[src/hdl/pin_change_cfg.svh]
// Register offsets, field positions and reset values of the pin edge-change block
// Assumes an 8-bit register port and a single 8-pin port
`ifndef PIN_CHANGE_CFG_SVH
`define PIN_CHANGE_CFG_SVH

`define PIN_COUNT         8
`define ADDR_W            8
`define DATA_W            8

`define RISE_EN_OFS       8'h00
`define FALL_EN_OFS       8'h01
`define EDGE_FLAG_OFS     8'h02
`define CONTROL_OFS       8'h03
`define SUMMARY_OFS       8'h04
`define IRQ_STATUS_OFS    8'h05
`define IRQ_CLEAR_OFS     8'h06
`define IRQ_ENABLE_OFS    8'h07

`define CTRL_MASTER_EN_BIT 0
`define CTRL_DISABLE_BIT   1
`define SUMMARY_FLAG_BIT   0

`define PIN_VEC_RESET     8'h00
`define CTRL_RESET        2'h0

`endif

[src/hdl/pin_change_pkg.sv]
// Types shared by the pin edge-change block
// Assumes pin_change_cfg.svh supplies the widths
`include "pin_change_cfg.svh"

package pin_change_pkg;
	typedef logic [`PIN_COUNT-1:0] pin_vec_t;
	typedef logic [`ADDR_W-1:0]    addr_t;
	typedef logic [`DATA_W-1:0]    data_t;
endpackage

[src/hdl/pin_edge_change_interrupt.sv]
// Pin edge-change interrupt block for one 8-pin port: registers, flags, interrupt, wake
// Assumes a plain register port on mclk_i, pins asynchronous, reset synchronous
`timescale 1ns/1ps
`include "pin_change_cfg.svh"

module pin_edge_change_interrupt (
	input  wire logic                      mclk_i,
	input  wire logic                      rst_i,
	input  wire pin_change_pkg::pin_vec_t  porta_pin_i,
	input  wire pin_change_pkg::addr_t     addr_i,
	input  wire pin_change_pkg::data_t     wr_data_i,
	input  wire logic                      wr_i,
	input  wire logic                      rd_i,
	output      pin_change_pkg::data_t     rd_data_o,
	output      logic                      change_summary_flag_o,
	output      logic                      change_irq_o,
	output      logic                      wake_o,
	output      logic                      irq_o
);
	pin_change_pkg::pin_vec_t level_w;
	pin_change_pkg::pin_vec_t edge_w;

	pin_change_pkg::pin_vec_t rise_en_reg;
	pin_change_pkg::pin_vec_t rise_en_next;
	pin_change_pkg::pin_vec_t fall_en_reg;
	pin_change_pkg::pin_vec_t fall_en_next;
	pin_change_pkg::pin_vec_t flag_reg;
	pin_change_pkg::pin_vec_t flag_next;
	logic [1:0]               ctrl_reg;
	logic [1:0]               ctrl_next;
	pin_change_pkg::pin_vec_t irq_status_reg;
	pin_change_pkg::pin_vec_t irq_status_next;
	pin_change_pkg::pin_vec_t irq_enable_reg;
	pin_change_pkg::pin_vec_t irq_enable_next;
	pin_change_pkg::data_t    rd_data_reg;
	pin_change_pkg::data_t    rd_data_next;
	logic                     summary_reg;
	logic                     summary_next;
	logic                     change_irq_reg;
	logic                     change_irq_next;
	logic                     wake_reg;
	logic                     wake_next;
	logic                     irq_reg;
	logic                     irq_next;

	logic                     master_en_w;
	logic                     disable_w;
	logic                     wr_rise_w;
	logic                     wr_fall_w;
	logic                     wr_flag_w;
	logic                     wr_ctrl_w;
	logic                     wr_clear_w;
	logic                     wr_ien_w;
	pin_change_pkg::data_t    rd_mux_w;

	function automatic logic hit(input pin_change_pkg::addr_t a, input pin_change_pkg::addr_t ofs);
		hit = (a == ofs);
	endfunction

	pin_sync u_sync (
		.mclk_i  (mclk_i),
		.rst_i   (rst_i),
		.pin_i   (porta_pin_i),
		.level_o (level_w)
	);

	edge_detect u_edge (
		.mclk_i    (mclk_i),
		.rst_i     (rst_i),
		.level_i   (level_w),
		.rise_en_i (rise_en_reg),
		.fall_en_i (fall_en_reg),
		.disable_i (disable_w),
		.edge_o    (edge_w)
	);

	assign master_en_w = ctrl_reg[`CTRL_MASTER_EN_BIT];
	assign disable_w   = ctrl_reg[`CTRL_DISABLE_BIT];

	assign wr_rise_w  = wr_i & hit(addr_i, `RISE_EN_OFS);
	assign wr_fall_w  = wr_i & hit(addr_i, `FALL_EN_OFS);
	assign wr_flag_w  = wr_i & hit(addr_i, `EDGE_FLAG_OFS);
	assign wr_ctrl_w  = wr_i & hit(addr_i, `CONTROL_OFS);
	assign wr_clear_w = wr_i & hit(addr_i, `IRQ_CLEAR_OFS);
	assign wr_ien_w   = wr_i & hit(addr_i, `IRQ_ENABLE_OFS);

	assign rise_en_next    = wr_rise_w ? wr_data_i : rise_en_reg;
	assign fall_en_next    = wr_fall_w ? wr_data_i : fall_en_reg;
	assign ctrl_next       = wr_ctrl_w ? wr_data_i[1:0] : ctrl_reg;
	assign irq_enable_next = wr_ien_w ? wr_data_i : irq_enable_reg;

	// Edge set wins over a clearing write in the same cycle
	assign flag_next = (wr_flag_w ? wr_data_i : flag_reg) | edge_w;
	assign irq_status_next = (irq_status_reg & ~(wr_clear_w ? wr_data_i : 8'h00)) | edge_w;

	assign summary_next    = |flag_next;
	assign change_irq_next = summary_next & master_en_w;
	assign wake_next       = (|edge_w) & master_en_w;
	assign irq_next        = |(irq_status_next & irq_enable_next);

	assign rd_mux_w =
		hit(addr_i, `RISE_EN_OFS)    ? rise_en_reg :
		hit(addr_i, `FALL_EN_OFS)    ? fall_en_reg :
		hit(addr_i, `EDGE_FLAG_OFS)  ? flag_reg :
		hit(addr_i, `CONTROL_OFS)    ? {6'h00, ctrl_reg} :
		hit(addr_i, `SUMMARY_OFS)    ? {7'h00, summary_reg} :
		hit(addr_i, `IRQ_STATUS_OFS) ? irq_status_reg :
		hit(addr_i, `IRQ_ENABLE_OFS) ? irq_enable_reg :
		8'h00;
	assign rd_data_next = rd_i ? rd_mux_w : 8'h00;

	always_ff @(posedge mclk_i) begin
		if (rst_i) begin
			rise_en_reg <= `PIN_VEC_RESET;
			fall_en_reg <= `PIN_VEC_RESET;
			flag_reg    <= `PIN_VEC_RESET;
			ctrl_reg    <= `CTRL_RESET;
		end else begin
			rise_en_reg <= rise_en_next;
			fall_en_reg <= fall_en_next;
			flag_reg    <= flag_next;
			ctrl_reg    <= ctrl_next;
		end
	end

	always_ff @(posedge mclk_i) begin
		if (rst_i) begin
			irq_status_reg <= `PIN_VEC_RESET;
			irq_enable_reg <= `PIN_VEC_RESET;
			irq_reg        <= 1'b0;
		end else begin
			irq_status_reg <= irq_status_next;
			irq_enable_reg <= irq_enable_next;
			irq_reg        <= irq_next;
		end
	end

	always_ff @(posedge mclk_i) begin
		if (rst_i) begin
			rd_data_reg    <= 8'h00;
			summary_reg    <= 1'b0;
			change_irq_reg <= 1'b0;
			wake_reg       <= 1'b0;
		end else begin
			rd_data_reg    <= rd_data_next;
			summary_reg    <= summary_next;
			change_irq_reg <= change_irq_next;
			wake_reg       <= wake_next;
		end
	end

	assign rd_data_o             = rd_data_reg;
	assign change_summary_flag_o = summary_reg;
	assign change_irq_o          = change_irq_reg;
	assign wake_o                = wake_reg;
	assign irq_o                 = irq_reg;
endmodule

[src/hdl/pin_sync.sv]
// Three-flop synchroniser with agreement filter for the port pins
// Assumes pins are asynchronous to mclk_i
`timescale 1ns/1ps
`include "pin_change_cfg.svh"

module pin_sync (
	input  wire logic                      mclk_i,
	input  wire logic                      rst_i,
	input  wire pin_change_pkg::pin_vec_t  pin_i,
	output      pin_change_pkg::pin_vec_t  level_o
);
	pin_change_pkg::pin_vec_t s1_reg;
	pin_change_pkg::pin_vec_t s2_reg;
	pin_change_pkg::pin_vec_t s3_reg;
	pin_change_pkg::pin_vec_t level_reg;

	genvar g;
	generate
		for (g = 0; g < `PIN_COUNT; g++) begin : g_pin
			always_ff @(posedge mclk_i) begin
				if (rst_i) begin
					s1_reg[g]    <= 1'b0;
					s2_reg[g]    <= 1'b0;
					s3_reg[g]    <= 1'b0;
					level_reg[g] <= 1'b0;
				end else begin
					s1_reg[g] <= pin_i[g];
					s2_reg[g] <= s1_reg[g];
					s3_reg[g] <= s2_reg[g];
					if (s2_reg[g] == s3_reg[g]) begin
						level_reg[g] <= s3_reg[g];
					end
				end
			end
		end
	endgenerate

	assign level_o = level_reg;
endmodule

[src/hdl/edge_detect.sv]
// Per-pin rising and falling edge detectors with separate enables
// Assumes a synchronised level input on mclk_i
`timescale 1ns/1ps
`include "pin_change_cfg.svh"

module edge_detect (
	input  wire logic                      mclk_i,
	input  wire logic                      rst_i,
	input  wire pin_change_pkg::pin_vec_t  level_i,
	input  wire pin_change_pkg::pin_vec_t  rise_en_i,
	input  wire pin_change_pkg::pin_vec_t  fall_en_i,
	input  wire logic                      disable_i,
	output      pin_change_pkg::pin_vec_t  edge_o
);
	pin_change_pkg::pin_vec_t prev_reg;
	pin_change_pkg::pin_vec_t rise_w;
	pin_change_pkg::pin_vec_t fall_w;

	always_ff @(posedge mclk_i) begin
		if (rst_i) begin
			prev_reg <= `PIN_VEC_RESET;
		end else begin
			prev_reg <= level_i;
		end
	end

	assign rise_w = level_i & ~prev_reg & rise_en_i;
	assign fall_w = ~level_i & prev_reg & fall_en_i;
	assign edge_o = disable_i ? `PIN_VEC_RESET : (rise_w | fall_w);
endmodule

[config.mk]
export PLATFORM = sky130hd
export DESIGN_NAME = pin_edge_change_interrupt
export DESIGN_NICKNAME = d
export VERILOG_FILES = /design/src/hdl/pin_change_pkg.sv /design/src/hdl/pin_edge_change_interrupt.sv /design/src/hdl/pin_sync.sv /design/src/hdl/edge_detect.sv
export VERILOG_INCLUDE_DIRS = /design/src /design/src/hdl
export SDC_FILE = /design/constraint.sdc
export NUM_CORES = 1
export LEC_CHECK = 0
export ABC_AREA = 1
export BUFFER_PORTS_ARGS = -buffer_cell sky130_fd_sc_hd__clkbuf_2
export CAP_MARGIN = 20
export CORE_MARGIN = 4
export CORE_UTILIZATION = 62
export CTS_CLUSTER_SIZE = 28
export DETAILED_ROUTE_END_ITERATION = 12
export MAX_ROUTING_LAYER = met4
export PLACE_DENSITY = 0.86
export SETUP_SLACK_MARGIN = 0.4
export SLEW_MARGIN = 15
export SYNTH_ARGS = -nofsm -noshare
export SYNTH_HDL_FRONTEND = slang
export SYNTH_SLANG_ARGS = --single-unit
[constraint.sdc]
create_clock -name mclk_i -period 2.15 [get_ports mclk_i]
set_clock_uncertainty 0.15 [all_clocks]
set_input_delay 0.215 -clock mclk_i [delete_from_list [all_inputs] [get_ports mclk_i]]
set_output_delay 0.215 -clock mclk_i [all_outputs]
set_load 0.02 [all_outputs]
==> flow_summary.toml, run 1 <==
[clock_tree]
clk_root_buffer_cell = "clkbuf_8"
clock_latency_ns = 0.37
post_cts_buffers = 0
cts.sinks = 94
cts_tree = "done"
cts_max_path_buffers = 2
htreeDepth = 3
cts_made_buffers = 9
clk_pin_slew_ns = 0.09

[worst_hold_path]
hold_class = "primary input to flip-flop"

[synthesis]
synthTopCellsByArea = "dfxtp_1 (50%), nand2_1 (12%), nor2_1 (8.3%), a21oi_1 (6.5%), inv_1 (6.4%)"
synth_edf_count = 0
synth_area_um2 = 3750
synth_cells = 512
async_flop_share_pct = 0
synth.largest_area_cell = "dfxtp_1"
syn_nets = 540
synth_cell_types = 29
yosys_warnings = 0
ys.flop_type = "dfxtp_1"
synth_top_area_share_pct = 50.1
ys_seq_area_share_pct = 50.1
synth_seq_cells = 94
syn_area_per_cell_um2 = 7.33

[power]
power_frac_seq_pct = 56.4
p_sw_share_pct = 23.6
comb_power_share_pct = 4.5
power_leakage_nw = 2.00
p_per_area_nw_per_um2 = 726
fin_total_pwr_mw = 3.13
internal_power_mw = 2.39
pwr-share-clk_pct = 39.1
netSwitchingPower_mw = 0.740
irDropWorstVdd_mv = 0.497

[place]
dpl_cell_area_um2 = 4020
port_buffers = 39
post-dp-hpwl_um = 6390
gp_congestion = 0.933
dp_slack_ns = 0.242
placed_cells = 619

[timing]
slew_violations = 0
tightestPinTransition_ns = 0.632
tns_ns = 0
setup_violations = 0
layout_worst_path_cycle_share_pct = 76.1
max_freq_mhz = 611
rsz0062_at_grt = "false"
min_period_ns = 1.64
hold_viol = 0
slew_headroom_pct = 57.7
setup_ws_ns = 0.514

[layout]
final_nets = 591
antenna_cells = 0
layout-drive-gt1-share_pct = 16.4
design_area_um2 = 4310
syn2layout_area_growth_pct = 14.9
fill_cells = 467
fin_cells = 643

[status]
outcome = "finished, final reports clean"

[route]
routed_wl_um = 8910
ant_nets = 0
drt-wirelength-per-cell_um = 13.9
drc = 0
first_iter_violations = 289
drt_first_pass_iters = 5
via_count = 3489
via_per_inst = 5.43

[setup_path]
crit_required_ns = 2.26
crit_type = "flip-flop to flip-flop"
cp-end-kind = "flip-flop"
cp_max_fo = 10
cp.arrival_ns = 1.75
worst_setup_path_start_kind = "flip-flop"

[die]
io_pins = 40
die_h_um = 85.8
rows = 28
coreArea_um2 = 5890
dieArea_um2 = 7360
die_w_um = 85.8
initial_utilization_pct = 63.8

[global_routing]
grt_pass1_vias = 3352
grt_overflow = 0
grt_antenna_before_repair = 0
grt_max_degree = 32
grt_pass1_wl_um = 14800
grt_use_total_pct = 26.3

[flow_run]
max_cap_viol_count = 0
## per-stage QoR
step,util [%],hold WS [ns]
floorplan,-,0.172
global placement,68.2,0.241
detailed placement,68.2,0.246
CTS,73.1,0.00424
global route,73.3,0.0181
finish,73.3,0.0185
## layout make-up
| cell class | count | area, um^2 | area share, % |
|---|---|---|---|
| Sequential cell | 94 | 1880 | 43.6 |
| Clock inverter | 5 | 66.3 | 1.54 |
| Multi-Input combinational cell | 336 | 1550 | 36.0 |
| Tap cell | 75 | 93.8 | 2.18 |
| Timing Repair Buffer | 52 | 313 | 7.25 |
| Clock buffer | 11 | 141 | 3.28 |
| Inverter | 70 | 267 | 6.18 |
## layout by cell type (no fill, tap or decap), types with 2 or more instances in the layout
master	count
inv_1	64
nor2_1	83
o211ai_2	4
nand2_2	9
dlygate4sd3_1	8
dfxtp_1	94
o21ai_0	21
nand3_2	2
nor2_2	6
o21ai_1	3
inv_2	4
clkbuf_8	10
nand3_1	24
clkinvlp_4	2
a21oi_1	49
buf_4	5
nand2_1	117
clkbuf_2	39
nor2_4	3
o21ai_2	2
nand4_1	6
## routing by layer
layer	up-vias	part of all wire (%)	routed length (um)	track usage [%]
met5	-	0	0	-
met4	0	4.0	359	15.1
met3	38	7.2	638	4.51
met2	154	50	4490	44.7
met1	1592	38	3420	28.8
li1	1705	-	-	-
## critical path: stages, from the launching register on
cell and delay [ns]:
dfxtp_1 0.36, clkinvlp_4 0.22, nand2_1 0.23, nand3_1 0.12, nor2_1 0.18, nand2_1 0.09, nor2_2 0.13, nor2_1 0.05
## synth_stat cells, drive strengths merged, types with 2 or more instances
cell / count
nand2: 127
dfxtp: 94
nor2: 92
inv: 68
a21oi: 49
nand3: 26
o21ai: 26
clkbuf: 7
nand4: 6
buf: 5
o211ai: 4
clkinv: 2
## cell families (layout without fill, tap and decap cells)
group,after synthesis,after routing,synth area share [%]
and+or+nand+nor,254,254,29.0
AOI/OAI and AO/OA,82,82,12.1
buffers and inverters,82,138,8.73
DFF,94,94,50.1
## what timing repair did
| item | CTS | global route |
|---|---|---|
| endpoints found under the hold margin | 8 | 0 |
| hold buffers | 8 | 0 |
| resized for setup | 0 | 3 |
| setup endpoints to repair | 0 | 2 |
## final timing paths
check	startpoint	endpoint	slack, ns	cells past startpoint
setup / recovery	ctrl_reg[1]	change_summary_flag_o	0.51	7
hold / removal	wr_data_i[1]	ctrl_reg[1]	0.02	3
setup reg to reg	ctrl_reg[1]	change_summary_flag_o	0.51	7
hold reg to reg	u_sync.s1_reg[4]	u_sync.s2_reg[4]	0.26	2
## power by group through the flow
stage	combinational, mW	clock, mW	sequential (mW)
finish	0.142	1.22	1.77
global route	0.157	1.30	1.77
CTS	0.140	1.23	1.77
detailed placement	0.128	0	1.81
global placement	0.123	0	1.81
floorplan	0.0723	0	1.81
Note: power is estimated with default switching activity, not from simulation.
==> inputs of run 2 (changes only) <==
--- a/config.mk
+++ b/config.mk
@@ -6,15 +6,15 @@
 export SDC_FILE = /design/constraint.sdc
 export NUM_CORES = 1
 export LEC_CHECK = 0
-export ABC_AREA = 1
+export ABC_AREA = 0
 export BUFFER_PORTS_ARGS = -buffer_cell sky130_fd_sc_hd__clkbuf_2
 export CAP_MARGIN = 20
 export CORE_MARGIN = 4
-export CORE_UTILIZATION = 62
+export CORE_UTILIZATION = 58
 export CTS_CLUSTER_SIZE = 28
 export DETAILED_ROUTE_END_ITERATION = 12
 export MAX_ROUTING_LAYER = met4
-export PLACE_DENSITY = 0.86
+export PLACE_DENSITY = 0.82
 export SETUP_SLACK_MARGIN = 0.4
 export SLEW_MARGIN = 15
 export SYNTH_ARGS = -nofsm -noshare
==> constraint.sdc (replaced) <==
create_clock -name mclk_i -period 1.6 [get_ports mclk_i]
set_clock_uncertainty 0.15 [all_clocks]
set_input_delay 0.16 -clock mclk_i [delete_from_list [all_inputs] [get_ports mclk_i]]
set_output_delay 0.16 -clock mclk_i [all_outputs]
set_load 0.02 [all_outputs]
==> run 2 against run 1 <==
The flow now finishes with violations (setup timing); die area grew 5.8%; global-route usage increased by 3.9 points; count of clock-buffer cells in the layout rose by 1; utilization grew 18 points; worst setup slack got worse by 0.91 ns; largest cell class is now multi-input combinational cells; highest routed layer unchanged.
==> flow_summary.toml, run 2 <==
[status]
outcome = "complete, but fails checks"
violations = "setup timing"

[place]
port_buffers = 39
dp_slack_ns = -0.394
gp_congestion = 0.920
post-dp-hpwl_um = 6950

[route]
drt_first_pass_iters = 6
via_per_inst = 6.53
drc = 0
via_count = 3968
first_iter_violations = 633
routed_wl_um = 14400
ant_nets = 0
drt-wirelength-per-cell_um = 23.7

[clock_tree]
cts_tree = "done"
clock_latency_ns = 0.36
cts_max_path_buffers = 2
htreeDepth = 3
clk_pin_slew_ns = 0.10
clk_root_buffer_cell = "clkbuf_8"
cts_made_buffers = 9
cts.sinks = 94

[layout]
antenna_cells = 0
layout_commonest_cell = "dfxtp_1"
mostFrequentLayoutCells = "dfxtp_1 (91), buf_4 (71), nor2b_1 (38)"
syn2layout_area_growth_pct = 49.0
final_core_util_pct = 91.4
layout-drive-gt1-share_pct = 41.8
final_nets = 556

[die]
die_w_um = 88.3
rows = 28
io_pins = 40
dieArea_um2 = 7790
coreArea_um2 = 6100
initial_utilization_pct = 61.3
die_h_um = 88.3

[synthesis]
synth_seq_cells = 94
synth_area_um2 = 3740
synth.largest_area_cell = "dfxtp_1"
synth_common_cells = "dfxtp_1 (94), nor2_1 (40), a21oi_1 (38), nor2b_1 (38)"
yosys_warnings = 0
syn_area_per_cell_um2 = 9.37
ys.flop_type = "dfxtp_1"
synth_top_area_share_pct = 50.4
yosysMostFrequentCell = "dfxtp_1"
async_flop_share_pct = 0
syn_nets = 427
synth_cell_types = 40
ys_seq_area_share_pct = 50.4
synth_edf_count = 0
synthTopCellsByArea = "dfxtp_1 (50%), mux2i_1 (7.2%), nor2b_1 (6.4%), a21oi_1 (5.1%), nor2_1 (4.0%)"
synth_cells = 399

[flow_run]
max_cap_viol_count = 0

[timing]
tightestPinTransition_ns = 0.479
slew_headroom_pct = 68.0
slew_violations = 0
layout_worst_path_cycle_share_pct = 125
min_period_ns = 2.00
tns_ns = -1.66
max_freq_mhz = 500
rsz0062_at_grt = "true"
hold_viol = 0
setup_ws_ns = -0.399
setup_violations = 7

[global_routing]
grt_antenna_before_repair = 0
grt_use_total_pct = 30.2
grt_pass1_wl_um = 17200
grt_pass1_vias = 3491
grt_max_degree = 86
grt_overflow = 0

[power]
irDropWorstVdd_mv = 0.970
p_per_area_nw_per_um2 = 783
power_leakage_nw = 2.22
fin_total_pwr_mw = 4.36

[setup_path]
cp.arrival_ns = 2.08
cp-end-kind = "flip-flop"
cp_max_fo = 7
crit_required_ns = 1.68
crit_type = "flip-flop to flip-flop"
worst_setup_path_start_kind = "flip-flop"

[worst_hold_path]
hold_class = "primary input to flip-flop"
[run 2: cell families after synthesis]
family | after synthesis | share of synthesized area [%]
AO/OA/AOI/OAI | 89 | 14.9
buffers and inverters | 31 | 3.45
flip-flops | 94 | 50.4
multiplexers | 28 | 7.53
AND/OR/NAND/NOR | 157 | 23.8
[run 2: layout make-up]
type	count	area, um^2
clock buffer	12	145
timing repair buffer	142	1180
clock inverter	4	52.6
multi-input combinational	274	2180
tap	75	93.8
sequential	94	1890
inverter	7	26.3
fill	229	527
[run 2: timing repair]
item / in CTS / in global routing
endpoints found under the setup margin: 50 / 54
buffers inserted: 5 / 10
hold endpoints to repair: 8 / 0
pin swaps: 8 / 22
resized for setup: 23 / 104
hold buffers: 8 / 0
[run 2: stage by stage]
| step | std cells | instance area, um^2 | hold slack (ns) |
|---|---|---|---|
| floorplan | 399 | 3780 | 0.138 |
| global placement | 569 | 4600 | 0.224 |
| detailed placement | 569 | 4600 | 0.227 |
| CTS | 598 | 5040 | 0.0399 |
| global route | 608 | 5570 | 0.0789 |
| finish | 608 | 5570 | 0.0767 |
[run 2: where the power goes]
group / switching (mW) / total, mW / internal, mW
Combinational: 0.193 / 0.329 / 0.136
Sequential: 0.0142 / 2.38 / 2.36
Clock: 0.878 / 1.65 / 0.776
Total: 1.09 / 4.36 / 3.27
[run 2: path summary, 6_finish.rpt]
kind,start,endpoint,slack [ns],cells past startpoint
max,ctrl_reg[1],irq_o,-0.40,7
max reg2reg,ctrl_reg[1],irq_o,-0.40,7
min,wr_data_i[6],rise_en_reg[6],0.08,4
min reg2reg,u_sync.s1_reg[6],u_sync.s2_reg[6],0.29,1
[run 2: worst max-delay path, cell delays in order, from the launching register on]
cell	delay, ns
dfxtp_4	0.38
buf_12	0.14
buf_8	0.11
nor4bb_1	0.05
a31oi_1	0.32
a21boi_4	0.29
o22ai_2	0.10
o41a_1	0.33
[run 2: routing by layer]
metal	vias to the layer above	part of all wire, %	track usage (%)
met2	361	47	46.6
li1	1667	-	-
met1	1825	36	38.4
met3	115	11	5.40
met5	-	0	-
met4	0	6.2	14.1
==> inputs of run 3 (changes only) <==
--- a/config.mk
+++ b/config.mk
@@ -9,9 +9,9 @@
 export ABC_AREA = 0
 export BUFFER_PORTS_ARGS = -buffer_cell sky130_fd_sc_hd__clkbuf_2
 export CAP_MARGIN = 20
+export CORE_ASPECT_RATIO = 2
 export CORE_MARGIN = 4
 export CORE_UTILIZATION = 58
-export CTS_CLUSTER_SIZE = 28
 export DETAILED_ROUTE_END_ITERATION = 12
 export MAX_ROUTING_LAYER = met4
 export PLACE_DENSITY = 0.82
==> run 3 against run 2 <==
The run now fails in global routing; synthesized area stayed put; synthesized cell count unchanged.
==> flow_summary.toml, run 3 <==
[die]
io_pins = 40
rows = 41
initial_utilization_pct = 59.2
die_w_um = 64.8
die_h_um = 122

[synthesis]
synthTopCellsByArea = "dfxtp_1 (50%), mux2i_1 (7.2%), nor2b_1 (6.4%), a21oi_1 (5.1%), nor2_1 (4.0%)"
ys_seq_area_share_pct = 50.4
synth_edf_count = 0
syn_area_per_cell_um2 = 9.37
synth.largest_area_cell = "dfxtp_1"
synth_area_um2 = 3740
syn_nets = 427
yosysMostFrequentCell = "dfxtp_1"
synth_seq_cells = 94
async_flop_share_pct = 0
synth_common_cells = "dfxtp_1 (94), nor2_1 (40), a21oi_1 (38), nor2b_1 (38)"
yosys_warnings = 0
synth_top_area_share_pct = 50.4
ys.flop_type = "dfxtp_1"
synth_cells = 399
synth_cell_types = 40

[global_routing]
grt_antenna_before_repair = 0
grt_max_degree = 71

[place]
post-dp-hpwl_um = 7430
dpl_cell_area_um2 = 4630
dp_slack_ns = -0.417
gp_congestion = 0.931
port_buffers = 39

[clock_tree]
cts.sinks = 94
htreeDepth = 3
cts_made_buffers = 9
cts_max_path_buffers = 2
clk_root_buffer_cell = "clkbuf_16"

[timing]
worst_endpoint = "change_summary_flag_o$_SDFF_PP0_/D"
worst-ep-kind = "sequential cell input"

[status]
firstError = "[ERROR DPL-0033] detailed placement checks failed during check placement."
lastStage = "global routing"
outcome = "did not finish"
-- run 3: repair_timing --
item                                    4_1_cts
endpoints found under the setup margin       50
endpoints found under the hold margin         8
buffers inserted                             15
resized for setup                           103
hold buffers                                  8
pin swaps                                    33
-- run 3: through the flow --
step | hold slack [ns] | cells | util (%)
CTS | 0.0632 | 623 | 89.7
detailed placement | 0.227 | 584 | 73.4
global placement | 0.222 | 584 | 73.4
floorplan | 0.138 | 399 | -
-- run 3: kinds of logic after synthesis --
family,Yosys count,synth area share [%]
AOI/OAI and AO/OA,89,14.9
buffers and inverters,31,3.45
DFF,94,50.4
muxes,28,7.53
and+or+nand+nor,157,23.8
==> inputs of run 4 (changes only) <==
--- a/config.mk
+++ b/config.mk
@@ -9,13 +9,10 @@
 export ABC_AREA = 0
 export BUFFER_PORTS_ARGS = -buffer_cell sky130_fd_sc_hd__clkbuf_2
 export CAP_MARGIN = 20
-export CORE_ASPECT_RATIO = 2
 export CORE_MARGIN = 4
-export CORE_UTILIZATION = 58
+export CORE_UTILIZATION = 40
 export DETAILED_ROUTE_END_ITERATION = 12
-export MAX_ROUTING_LAYER = met4
-export PLACE_DENSITY = 0.82
-export SETUP_SLACK_MARGIN = 0.4
+export PLACE_DENSITY_LB_ADDON = 0.15
 export SLEW_MARGIN = 15
 export SYNTH_ARGS = -nofsm -noshare
 export SYNTH_HDL_FRONTEND = slang
==> run 4 against run 3 <==
The flow now finishes, with violations (setup timing).
==> flow_summary.toml, run 4 (synthesis results as in run 2) <==
[place]
post-dp-hpwl_um = 7030
gp_congestion = 0.883
port_buffers = 39

[power]
irDropWorstVdd_mv = 0.438
power_leakage_nw = 2.10
fin_total_pwr_mw = 4.16
p_per_area_nw_per_um2 = 831

[setup_path]
rr_worst_depth = 7
worst_setup_path_start_kind = "flip-flop"
worstSetupStartpoint = "ctrl_reg[1]"
r2r-end = "irq_o"
cp.arrival_ns = 1.93
slowest_delay_ns = 0.38
cp_max_fo = 13
r2r_start = "ctrl_reg[1]"
cp_slowest_cell = "o41a_1"
worstPathCellList = "buf_12 -> nor4bb_1 -> a31oi_1 -> buf_4 -> a21boi_4 -> o22ai_1 -> o41a_1"
rrSetupSlack_ns = -0.24
crit_end = "irq_o"
crit_required_ns = 1.69
crit_type = "flip-flop to flip-flop"
cp-end-kind = "flip-flop"

[global_routing]
grt_pass1_wl_um = 16500
grt_overflow = 0
grt_max_degree = 60
grt_antenna_before_repair = 0
grt_use_total_pct = 18.7
grt_pass1_vias = 3362

[route]
drt-wirelength-per-cell_um = 15.6
ant_nets = 0
drc = 0
first_iter_violations = 156
routed_wl_um = 9880
drt_first_pass_iters = 4
via_count = 3230
via_per_inst = 5.11

[clock_tree]
cts_tree = "done"
cts_max_path_buffers = 2
cts_made_buffers = 9
clk_root_buffer_cell = "clkbuf_8"
post_cts_buffers = 0
htreeDepth = 3
clock_latency_ns = 0.36
clk_pin_slew_ns = 0.09
cts.sinks = 94

[die]
rows = 35
dieArea_um2 = 11000
die_w_um = 105
io_pins = 40
initial_utilization_pct = 40.8
die_h_um = 105
coreArea_um2 = 9150

[layout]
antenna_cells = 0
layout_commonest_cell = "dfxtp_1"
mostFrequentLayoutCells = "dfxtp_1 (93), buf_4 (81), nor2_1 (39), clkbuf_2 (39)"
syn2layout_area_growth_pct = 34.0
layout-drive-gt1-share_pct = 31.3
final_nets = 546

[status]
outcome = "complete, but fails checks"
violations = "setup timing"

[timing]
tns_ns = -0.636
tightestPinTransition_ns = 0.454
layout_worst_path_cycle_share_pct = 115
slew_headroom_pct = 69.7
max_freq_mhz = 544
setup_violations = 4
holdWs_ns = 0.0503
slew_violations = 0
setup_ws_ns = -0.238
rsz0062_at_grt = "true"
min_period_ns = 1.84
hold_viol = 0

[worst_hold_path]
hold_class = "primary input to flip-flop"
hold_depth = 4

[flow_run]
max_cap_viol_count = 0
## run 4: critical path: cells and delay by family, from the launching register on
kind	cells	cell delay, ns
AO/OA/AOI/OAI	4	0.86
AND/OR/NAND/NOR	1	0.05
buffers and inverters	2	0.32
flip-flops	1	0.36
## run 4: timing repair
item                       CTS  global route
gates resized for setup     10            10
hold endpoints to repair     8             0
setup endpoints to repair    6            10
pin swaps                    2             2
hold buffers                 8             0
## run 4: through the flow
step                instances  worst slack (ns)  utilization (%)  cell area [um^2]
floorplan                 399            -0.339                -              3750
detailed placement        610            -0.389             51.0              4660
CTS                       632            -0.233             54.1              4950
global placement          610            -0.348             51.0              4660
global route              632            -0.303             54.7              5010
finish                    632            -0.238             54.7              5010
## run 4: power by group
| part | switching [mW] | internal, mW | total [mW] |
|---|---|---|---|
| sequential | 0.00891 | 2.36 | 2.37 |
| clock | 0.813 | 0.710 | 1.52 |
| combinational | 0.150 | 0.117 | 0.268 |
| total | 0.972 | 3.19 | 4.16 |
## run 4: area by class of cell
| type | count | area, um^2 |
|---|---|---|
| fillers | 841 | 4140 |
| flip-flops and latches | 94 | 1880 |
| multi-input cells | 274 | 1810 |
| repair buffers | 132 | 963 |
| well taps | 111 | 139 |
| clock buffers | 9 | 124 |
| clock inverters | 5 | 61.3 |
| inverters | 7 | 26.3 |
## run 4: how the worst min path moves through the flow
stage / from / endpoint / slack, ns
floorplan: porta_pin_i[0] / u_sync.s1_reg[0] / 0.14
global placement: porta_pin_i[4] / u_sync.s1_reg[4] / 0.22
detailed placement: porta_pin_i[3] / u_sync.s1_reg[3] / 0.22
CTS: wr_data_i[6] / fall_en_reg[6] / 0.03
global route: wr_data_i[5] / rise_en_reg[5] / 0.06
finish: wr_data_i[6] / fall_en_reg[6] / 0.05
## run 4: routing by layer
metal / GRT usage [%] / share of wire, %
met5: 0 / 0
met4: 7.22 / 0.89
met3: 3.83 / 4.9
met2: 30.2 / 46
met1: 24.7 / 48
